## src/inc/pld_pkg.sv

```systemverilog
/*
 * package for the lock detect and loop control block: register map, field
 * positions, reset values, state enum and structs.
 * assumes an AXI4-Lite master on a 10 MHz aclk, synchronous low reset.
 */
`default_nettype none
package pld_pkg;
    // byte addresses: printed register numbers times four
    localparam logic [7:0]  ADDR_ENABLE    = 8'h04;  // enable and reset register
    localparam logic [7:0]  ADDR_PUMP_GAIN = 8'h1C;
    localparam logic [7:0]  ADDR_PUMP_TRIM = 8'h20;
    localparam logic [7:0]  ADDR_INTG      = 8'h3C;
    localparam logic [7:0]  ADDR_DSM_CFG   = 8'h48;
    localparam logic [7:0]  ADDR_LOCK_CFG  = 8'h68;
    localparam logic [7:0]  ADDR_SLIP_CFG  = 8'h70;
    localparam logic [7:0]  ADDR_STATUS    = 8'h7C;
    // field positions
    localparam int EN_LOCK_BIT   = 11;
    localparam int EN_DSM_BIT    = 13;
    localparam int EN_SLIP_BIT   = 15;
    localparam int LK_FORCE_BIT  = 13;
    localparam int LK_SHARE_BIT  = 12;
    localparam int LK_LATE_BIT   = 11;
    localparam int LK_SKEW_BIT   = 10;
    localparam int DSM_INT_BIT   = 3;
    localparam int GAIN_FALL_LSB = 5;
    localparam int TRIM_FALL_LSB = 3;
    localparam int LEAK_RISE_LSB = 6;
    localparam int LEAK_FALL_LSB = 10;
    // reset values: modulator running, fractional mode
    localparam logic [15:0] ENABLE_RST   = 16'h2000;
    localparam logic [15:0] INTG_RST     = 16'h0024;
    localparam logic [15:0] MIN_DIVIDE   = 16'h0020;  // divider floor
    localparam logic [1:0]  RESP_OKAY    = 2'h0;
    localparam logic [1:0]  RESP_SLVERR  = 2'h2;

    typedef enum logic [1:0] {PLD_IDLE, PLD_WRESP, PLD_RRESP} pld_bus_t;

    // one arrival at the phase detector, one cycle pulse
    typedef struct packed {
        logic       valid;
        logic       in_early;   // arrived inside the early-skewed window
        logic       in_center;  // inside the centered window
        logic       in_late;    // inside the late-skewed window
        logic       freq_near;  // frequency difference near zero
        logic       vco_lead;   // divided vco ahead of reference
    } pld_arrival_t;

    // analog-facing setting codes
    typedef struct packed {
        logic [4:0] pump_rise_gain;
        logic [4:0] pump_fall_gain;
        logic [2:0] pump_rise_fine;
        logic [2:0] pump_fall_fine;
        logic [3:0] pump_rise_leak;
        logic [3:0] pump_fall_leak;
        logic       detector_gain_max;
        logic       modulator_run;
        logic [15:0] divide_value;
    } pld_loop_t;

    typedef struct packed {
        pld_bus_t    bus;
        logic [31:0] rdata;
        logic [1:0]  resp;
        logic        aw_seen;
        logic        w_seen;
        logic [7:0]  awaddr;
        logic [31:0] wdata;
        logic [3:0]  wstrb;
        logic [15:0] enable;
        logic [9:0]  win_target;
        logic [3:0]  lock_mode;
        logic [9:0]  gain_codes;
        logic [13:0] trim_codes;
        logic [15:0] intg;
        logic        dsm_int;
        logic [3:0]  slip_depth;
        logic [9:0]  hit_count;
        logic        lock_flag;
        logic        reading;
        logic        guard_on;
    } pld_state_t;
endpackage : pld_pkg
`default_nettype wire

```

## src/core/pld_core.sv

```systemverilog
/*
 * lock detector, slip guard control, pump codes and mode selection.
 * assumes a phase detector front end that reports each arrival as a pulse
 * of pld_arrival_t, and an AXI4-Lite master standing in for the serial host.
 */
`timescale 1ns/1ps
`default_nettype none
module pld_core
(
    input  wire logic                  aclk,
    input  wire logic                  aresetn,
    input  wire logic [7:0]            s_axi_awaddr,
    input  wire logic                  s_axi_awvalid,
    output logic                       s_axi_awready,
    input  wire logic [31:0]           s_axi_wdata,
    input  wire logic [3:0]            s_axi_wstrb,
    input  wire logic                  s_axi_wvalid,
    output logic                       s_axi_wready,
    output logic [1:0]                 s_axi_bresp,
    output logic                       s_axi_bvalid,
    input  wire logic                  s_axi_bready,
    input  wire logic [7:0]            s_axi_araddr,
    input  wire logic                  s_axi_arvalid,
    output logic                       s_axi_arready,
    output logic [31:0]                s_axi_rdata,
    output logic [1:0]                 s_axi_rresp,
    output logic                       s_axi_rvalid,
    input  wire logic                  s_axi_rready,
    input  wire pld_pkg::pld_arrival_t arrival,
    input  wire logic                  serial_data_out,
    output logic                       lock_or_serial_out_pin,
    output logic                       lock_flag,
    output pld_pkg::pld_loop_t         loop_ctrl
);
    import pld_pkg::*;

    pld_state_t st_reg;
    pld_state_t st_next;
    logic       in_window;
    logic       hit;
    logic       miss;
    logic [15:0] nudged;
    logic [31:0] wmask;

    // window choice by skew bits
    always_comb
    begin
        if (!st_reg.lock_mode[LK_SKEW_BIT - LK_SKEW_BIT])
            in_window = arrival.in_center;
        else if (st_reg.lock_mode[LK_LATE_BIT - LK_SKEW_BIT])
            in_window = arrival.in_late;
        else
            in_window = arrival.in_early;
    end

    assign hit  = arrival.valid && in_window;
    assign miss = arrival.valid && !in_window;
    assign wmask = {{8{st_reg.wstrb[3]}}, {8{st_reg.wstrb[2]}}, {8{st_reg.wstrb[1]}}, {8{st_reg.wstrb[0]}}};

    // slip guard divide: step by depth, clamp at floor
    always_comb
    begin
        nudged = st_reg.intg;
        if (st_reg.guard_on)
        begin
            if (arrival.vco_lead)
                nudged = st_reg.intg + {12'h000, st_reg.slip_depth};
            else if (st_reg.intg > MIN_DIVIDE + {12'h000, st_reg.slip_depth})
                nudged = st_reg.intg - {12'h000, st_reg.slip_depth};
            else
                nudged = MIN_DIVIDE;
        end
    end

    // next-state logic: bus slave and lock detector
    always_comb
    begin
        st_next = st_reg;
        // bus
        case (st_reg.bus)
            PLD_IDLE:
            begin
                if (s_axi_awvalid && !st_reg.aw_seen)
                begin
                    st_next.aw_seen = 1'b1;
                    st_next.awaddr  = s_axi_awaddr;
                end
                if (s_axi_wvalid && !st_reg.w_seen)
                begin
                    st_next.w_seen = 1'b1;
                    st_next.wdata  = s_axi_wdata;
                    st_next.wstrb  = s_axi_wstrb;
                end
                if (st_reg.aw_seen && st_reg.w_seen)
                begin
                    st_next.aw_seen = 1'b0;
                    st_next.w_seen  = 1'b0;
                    st_next.bus     = PLD_WRESP;
                    st_next.resp    = RESP_OKAY;
                    case (st_reg.awaddr)
                        ADDR_ENABLE:    st_next.enable = (st_reg.enable & ~wmask[15:0]) | (st_reg.wdata[15:0] & wmask[15:0]);
                        ADDR_PUMP_GAIN: st_next.gain_codes = st_reg.wdata[9:0];
                        ADDR_PUMP_TRIM: st_next.trim_codes = st_reg.wdata[13:0];
                        ADDR_INTG:      st_next.intg = st_reg.wdata[15:0];
                        ADDR_DSM_CFG:   st_next.dsm_int = st_reg.wdata[DSM_INT_BIT];
                        ADDR_LOCK_CFG:
                        begin
                            st_next.win_target = st_reg.wdata[9:0];
                            st_next.lock_mode  = st_reg.wdata[LK_FORCE_BIT:LK_SKEW_BIT];
                        end
                        ADDR_SLIP_CFG:  st_next.slip_depth = st_reg.wdata[3:0];
                        ADDR_STATUS:    st_next.resp = RESP_OKAY;                  // read only
                        default:        st_next.resp = RESP_SLVERR;
                    endcase
                end
                else if (s_axi_arvalid && !st_reg.aw_seen && !st_reg.w_seen)
                begin
                    st_next.bus     = PLD_RRESP;
                    st_next.reading = 1'b1;
                    st_next.resp    = RESP_OKAY;
                    st_next.rdata   = 32'h0000_0000;
                    case (s_axi_araddr)
                        ADDR_ENABLE:    st_next.rdata[15:0] = st_reg.enable;
                        ADDR_PUMP_GAIN: st_next.rdata[9:0]  = st_reg.gain_codes;
                        ADDR_PUMP_TRIM: st_next.rdata[13:0] = st_reg.trim_codes;
                        ADDR_INTG:      st_next.rdata[15:0] = st_reg.intg;
                        ADDR_DSM_CFG:   st_next.rdata[DSM_INT_BIT] = st_reg.dsm_int;
                        ADDR_LOCK_CFG:
                        begin
                            st_next.rdata[9:0] = st_reg.win_target;
                            st_next.rdata[LK_FORCE_BIT:LK_SKEW_BIT] = st_reg.lock_mode;
                        end
                        ADDR_SLIP_CFG:  st_next.rdata[3:0] = st_reg.slip_depth;
                        ADDR_STATUS:    st_next.rdata[0] = st_reg.lock_flag;
                        default:        st_next.resp = RESP_SLVERR;
                    endcase
                end
            end
            PLD_WRESP:
                if (s_axi_bready)
                    st_next.bus = PLD_IDLE;
            PLD_RRESP:
                if (s_axi_rready)
                begin
                    st_next.bus     = PLD_IDLE;
                    st_next.reading = 1'b0;  // in share mode the pin returns to lock flag
                end
            default:
                st_next.bus = PLD_IDLE;
        endcase

        // lock detector
        if (!st_reg.enable[EN_LOCK_BIT])
        begin
            st_next.hit_count = 10'h000;
            st_next.lock_flag = 1'b0;
        end
        else if (miss)
        begin
            st_next.hit_count = 10'h000;
            st_next.lock_flag = 1'b0;
        end
        else if (hit)
        begin
            if (st_reg.hit_count + 10'h001 >= st_reg.win_target)
                st_next.lock_flag = 1'b1;
            if (st_reg.hit_count != 10'h3FF)
                st_next.hit_count = st_reg.hit_count + 10'h001;
        end

        // slip guard active while enabled and frequency far
        st_next.guard_on = st_reg.enable[EN_SLIP_BIT] && !arrival.freq_near;
    end

    // state register
    always_ff @(posedge aclk)
    begin
        if (!aresetn)
        begin
            st_reg        <= '0;
            st_reg.bus    <= PLD_IDLE;
            st_reg.enable <= ENABLE_RST;
            st_reg.intg   <= INTG_RST;
        end
        else
            st_reg <= st_next;
    end

    // bus outputs
    assign s_axi_awready = (st_reg.bus == PLD_IDLE) && !st_reg.aw_seen;
    assign s_axi_wready  = (st_reg.bus == PLD_IDLE) && !st_reg.w_seen;
    assign s_axi_arready = (st_reg.bus == PLD_IDLE) && !st_reg.aw_seen && !st_reg.w_seen
                           && !(st_reg.aw_seen && st_reg.w_seen);
    assign s_axi_bvalid  = (st_reg.bus == PLD_WRESP);
    assign s_axi_bresp   = st_reg.resp;
    assign s_axi_rvalid  = (st_reg.bus == PLD_RRESP);
    assign s_axi_rresp   = st_reg.resp;
    assign s_axi_rdata   = st_reg.rdata;
    assign lock_flag     = st_reg.lock_flag;

    // shared pin: force, share with reads, else serial out
    always_comb
    begin
        if (st_reg.lock_mode[LK_FORCE_BIT - LK_SKEW_BIT])
            lock_or_serial_out_pin = st_reg.lock_flag;
        else if (st_reg.lock_mode[LK_SHARE_BIT - LK_SKEW_BIT])
            lock_or_serial_out_pin = st_reg.reading ? serial_data_out : st_reg.lock_flag;
        else
            lock_or_serial_out_pin = serial_data_out;
    end

    // loop control codes
    always_comb
    begin
        loop_ctrl.pump_rise_gain    = st_reg.gain_codes[4:0];
        loop_ctrl.pump_fall_gain    = st_reg.gain_codes[GAIN_FALL_LSB +: 5];
        loop_ctrl.pump_rise_fine    = st_reg.trim_codes[2:0];
        loop_ctrl.pump_fall_fine    = st_reg.trim_codes[TRIM_FALL_LSB +: 3];
        loop_ctrl.pump_rise_leak    = st_reg.trim_codes[LEAK_RISE_LSB +: 4];
        loop_ctrl.pump_fall_leak    = st_reg.trim_codes[LEAK_FALL_LSB +: 4];
        loop_ctrl.detector_gain_max = st_reg.guard_on;
        loop_ctrl.modulator_run     = st_reg.enable[EN_DSM_BIT] && !st_reg.dsm_int;
        loop_ctrl.divide_value      = nudged;
    end

    // lock needs enable and a preceding run of hits
    a_lock_needs_en: assert property (@(posedge aclk) disable iff (!aresetn)
        !st_reg.enable[EN_LOCK_BIT] |=> !lock_flag) else $error("lock flag set while disabled");
    a_miss_clears: assert property (@(posedge aclk) disable iff (!aresetn)
        miss |=> !lock_flag && st_reg.hit_count == 10'h000) else $error("miss did not clear lock");
    a_floor_kept: assert property (@(posedge aclk) disable iff (!aresetn)
        st_reg.guard_on && !arrival.vco_lead |-> loop_ctrl.divide_value >= MIN_DIVIDE)
        else $error("divide below floor");
    a_force_pin: assert property (@(posedge aclk) disable iff (!aresetn)
        st_reg.lock_mode[LK_FORCE_BIT - LK_SKEW_BIT] |-> lock_or_serial_out_pin == lock_flag)
        else $error("pin not forced");
    a_guard_en: assert property (@(posedge aclk) disable iff (!aresetn)
        loop_ctrl.detector_gain_max |-> $past(st_reg.enable[EN_SLIP_BIT])) else $error("guard without enable");
    a_int_mode: assert property (@(posedge aclk) disable iff (!aresetn)
        st_reg.dsm_int |-> !loop_ctrl.modulator_run) else $error("modulator runs in integer mode");
    a_lock_rise: assert property (@(posedge aclk) disable iff (!aresetn)
        $rose(lock_flag) |-> $past(hit) && $past(st_reg.hit_count) + 10'h001 >= $past(st_reg.win_target))
        else $error("lock rose without target");
    a_share_read: assert property (@(posedge aclk) disable iff (!aresetn)
        !st_reg.lock_mode[LK_FORCE_BIT - LK_SKEW_BIT] && st_reg.lock_mode[LK_SHARE_BIT - LK_SKEW_BIT]
        && st_reg.reading |-> lock_or_serial_out_pin == serial_data_out)
        else $error("share pin not serial during read");
endmodule : pld_core
`default_nettype wire

```

## config.mk

```make
export PLATFORM = sky130hd
export DESIGN_NAME = pld_core
export DESIGN_NICKNAME = d
export VERILOG_FILES = /design/src/inc/pld_pkg.sv /design/src/core/pld_core.sv
export SDC_FILE = /design/constraint.sdc
export NUM_CORES = 1
export LEC_CHECK = 0
export BUFFER_PORTS_ARGS = -buffer_cell sky130_fd_sc_hd__buf_2
export CAP_MARGIN = 30
export CORE_AREA = 3 3 112 136
export CTS_CLUSTER_DIAMETER = 30
export CTS_CLUSTER_SIZE = 8
export DETAILED_ROUTE_END_ITERATION = 6
export DIE_AREA = 0 0 115 139
export PLACE_DENSITY = 0.89
export SYNTH_ARGS = -nofsm -noshare
export SYNTH_HDL_FRONTEND = slang
export SYNTH_SLANG_ARGS = --single-unit
```

## constraint.sdc

```tcl
create_clock -name aclk -period 2.7 [get_ports aclk]
set_input_delay 0.405 -clock aclk [delete_from_list [all_inputs] [get_ports aclk]]
set_output_delay 0.405 -clock aclk [all_outputs]
set_load 0.01 [all_outputs]
```

## Word level (Yosys, flattened, before mapping)

Index checks and enable logic that the tools add are counted.

- Register bits: 136
- Input port bits: 66
- Output and inout port bits: 85
- Word-level logic and storage cells: 130

- Add/subtract/negate cells: 4
- Order comparisons: 2
- Equal/unequal tests: 24
- Multiplexer cells: 29
- Bitwise logic cells: 7
- Reduce and logical (&&, ||, !) cells: 44

Operator list:

| operator | count |
|---|---|
| $eq 8x7->1 const B | 8 |
| $mux 16 | 3 |
| $mux 36 | 1 |
| $and 16x16->16 | 2 |
| $eq 8x6->1 const B | 4 |
| $pmux 6 s5 | 1 |
| $reduce_and 3->1 | 9 |
| $add 16x4->16 | 1 |
| $eq 8x3->1 const B | 2 |
| $eq 8x5->1 const B | 2 |
| $gt 16x7->1 | 1 |
| $not 16->16 | 1 |
| $or 16x16->16 | 1 |
| $pmux 4 s4 | 1 |
| $reduce_or 8->1 | 2 |
| $sub 16x4->16 | 1 |
| $mux 2 | 7 |
| $pmux 1 s7 | 2 |
| $reduce_and 2->1 | 7 |
| $logic_and 1x1->1 | 13 |
| $pmux 2 s6 | 1 |
| $add 10x1->10 const B | 1 |
| $ge 10x10->1 | 1 |
| $mux 1 | 10 |
| other kinds (16) | 28 |

## Longest topological paths before layout

- Depth after elaboration: 6
- Gate-level depth with buffers: 10
- Gate-level depth less buffers: 10

## Least setup slack after synthesis

No wires, ideal clock.

- Path type: register to output
- Start: reg st_reg[13] (netlist name)
- End: out loop_ctrl[12] (netlist name)
- Arrival time: 2209 ps
- Required time: 2295 ps
- Setup slack: 86 ps
- Cell stages (with the launch flop): 10
- Path buffers: 0
- Cell sequence: dfxtp_1 > ha_1 > inv_1 > fa_1 > o21bai_1 > a21oi_1 > or4_1 > nand2_1 > a21boi_0 > a211o_1

RTL lines:

| element | RTL line | RTL |
|---|---|---|
| from (decl) | pld_core.sv:37 | `pld_state_t st_reg;` |
| from (signal assigned) | pld_core.sv:186 | `st_reg <= st_next;` |
| to (decl) | pld_core.sv:33 | `output pld_pkg::pld_loop_t loop_ctrl` |

==> results.ini <==
[drt]
drtIter0Drc = 817
drt-vias-per-instance = 5.950
antenna_left = 0
top_layer = met4
num_vias = 7336
drc_errors = 0
wirelength_met1_um = 8695
drt-total-wl_um = 22430
wl_met3_um = 1780
first_pass_iters = 6
drt-wirelength-per-cell_um = 18.19
met2_length_um = 10910

[worst_setup_path]
start_kind = flop
crit_type = flop to primary output
worst-path-buf-inv = 2
reg2reg_from = st_reg[3]$_SDFFE_PP0P_
cp_data_arrival_time_ns = 2.56
r2r_cells = 10
path_delay_family = adder cells
cp_max_fo = 2
critPathRequiredTime_ns = 2.30
slowest_delay_ns = 0.42
worst_path_max_delay_cell = or4_4
path_cells = ha_4, inv_2, fa_2, o21bai_4, a21oi_2, or4_4, nand2_1, a21boi_1, a211o_1, buf_2
crit_path_start = st_reg[13]$_SDFFE_PN0P_
critical_path.endpoint_type = primary output
crit_cells = 10

[cells_and_area]
syn_to_final_growth_pct = 17.65
final_cell_mix = nand2_1, dfxtp_1, buf_2
largest_reg_flops = 92
n_antenna_cell = 0
drive_gt1_frac = 0.2533
num-nets-final = 1133
fin_cells = 1233
final_common_cell = nand2_1
fill_cells = 1103

[min_path]
hold_depth = 3
hold_start = s_axi_awaddr[4]
min_path_type = primary input to flop

[power_and_ir_drop]
leakage_nw = 3.598
powerDensity_mw_per_mm2 = 541.0
ir_drop_v = 0.0005850

[clocking]
cts_tree = yes
ctsHoldBuffers = 0
cts_root_buf = clkbuf_16
cts_buffer_depth = 2
worstSkewPairLatency_ns = 0.42
clk_pin_slew_worst_paths_ns = 0.05
h-tree-depth = 4
clock_sinks = 135
cts_made_buffers = 17

[grt]
first_global_vias = 6949
grt_max_degree = 69
grt.total_usage = 0.2720
grt_overflow = 0
grt_pass1_wl_um = 35270
antenna_found_initial = 0

[die]
dieArea_mm2 = 0.01599
fp.dieW_um = 115
rows = 48
die_h_um = 139
coreArea_mm2 = 0.01417
start_util = 0.5511
ios = 151

[synth]
synth_edf_count = 0
syn_area_per_cell_um2 = 8.086
synthCells = 966
seq_area_frac_synth = 0.3460
ys_types = 74
synthesis.area_mm2 = 0.007811
ys_ff_latch = 135
yosysWarnings = 0
synth_ff_type = dfxtp_1
async_flop_share = 0

[run]
cap_violations = 0

[sta]
finalClockSkew_ns = 0.006540
fmaxAchievable_mhz = 336.7
setup_violations = 16
rsz0062_at_grt = yes
period_share = 1.100
slew_headroom = 0.5292
layout_setup_ws_ns = -0.2696
setup_tns_ns = -2.221
min_period_ns = 2.970
slew_viol_final = 0
tightest_slew_ns = 0.7061
hold_viol = 0

[outcome]
violations = negative setup slack
outcome = finished with violations

[placed_design]
io_buffers = 114
place_congestion = 0.9355
dp_hpwl_um = 15160
dp_cells = 1191

[stage by stage]
step / area, µm² / total power, mW / utilization / hold slack (ns) / setup WS (ns)
5_1_grt: 9190 / 5.108 / 0.6484 / 0.2569 / -0.3720
3_5_place_dp: 8230 / 2.605 / 0.5807 / 0.4566 / -0.04856
4_1_cts: 9067 / 4.959 / 0.6397 / 0.2329 / -0.2538
6_report: 9190 / 4.972 / 0.6484 / 0.2332 / -0.2696
3_3_place_gp: 8230 / 2.594 / 0.5807 / 0.4485 / -0.02399
2_1_floorplan: 7875 / 2.493 / - / 0.4429 / 0.08561
[synth_stat cells (all sizes together) (5+ instances only)]
cell type / instances / area (µm²)
a221oi: 13 / 113.9
xnor2: 11 / 96.34
buf: 86 / 620.6
nand2b: 7 / 43.79
nor2b: 29 / 181.4
nor3: 27 / 172.7
dfxtp: 135 / 2703
a31oi: 15 / 108.9
nand3: 39 / 200.2
inv: 25 / 93.84
nor3b: 6 / 45.04
mux2: 5 / 56.30
mux2i: 27 / 270.3
a21oi: 21 / 108.9
nand4: 7 / 43.79
a211oi: 5 / 37.54
and3: 6 / 37.54
o21a: 6 / 45.04
nor4: 8 / 56.30
a21boi: 81 / 608.1
nand2: 198 / 750.7
a22oi: 13 / 97.59
and2: 6 / 40.03
xor2: 8 / 70.07
clkbuf: 35 / 131.4
o21ai: 31 / 162.7
nor2: 40 / 150.1
ha: 19 / 237.7
[layer usage]
metal  GRT usage  vias up
met2      0.4460      416
met3     0.05151       82
met4      0.1428        0
met5           0        -
met1      0.3343     3385
li1            -     3453
[worst min-delay path, stage by stage]
cell	delay, ns
buf_2	0.09
nand2_1	0.04
a21boi_0	0.06
[cells by family after synthesis]
family,count (synthesis),synth area share
muxes,32,0.04181
xor gates and xnor gates,19,0.02130
AOI/OAI and AO/OA,215,0.1989
DFF,135,0.3460
other,1,0.0004801
adders and majority gates,21,0.03556
and+or+nand+nor,397,0.2476
buffers and inverters,146,0.1083
[where the power goes]
part           leakage (nW)  internal, mW  switching (mW)  total (mW)
clock                 0.296          1.55           0.833        2.39
combinational          2.21         0.170           0.254       0.424
sequential             1.10          2.06          0.0997        2.16
[final timing paths]
| check | slack (ns) | endpoint |
|---|---|---|
| setup / recovery | -0.27 | loop_ctrl[12] |
| hold / removal | 0.23 | st_reg[128]$_SDFFE_PN0P_ |
| setup reg to reg | 0.26 | lock_flag$_SDFFE_PP0P_ |
| hold reg to reg | 0.46 | st_reg[124]$_SDFFE_PN0P_ |
[repair_timing]
action / 4_1_cts / 5_1_grt
resized for setup: 46 / 24
endpoints found under the setup margin: 16 / 16
hold endpoints to repair: 0 / 0
pin swaps: 27 / 18
setup buffers: 8 / 4
[area by class of cell]
type	instances	area, µm²	share of cell area
multi-input cells	702	4579	0.4983
inverters	25	93.84	0.01021
repair buffers	165	983.4	0.1070
flip-flops and latches	135	2711	0.2950
well taps	175	219.0	0.02383
clock buffers	21	450.4	0.04901
clock inverters	10	152.6	0.01661
Note: power is estimated with default switching activity, not from simulation.
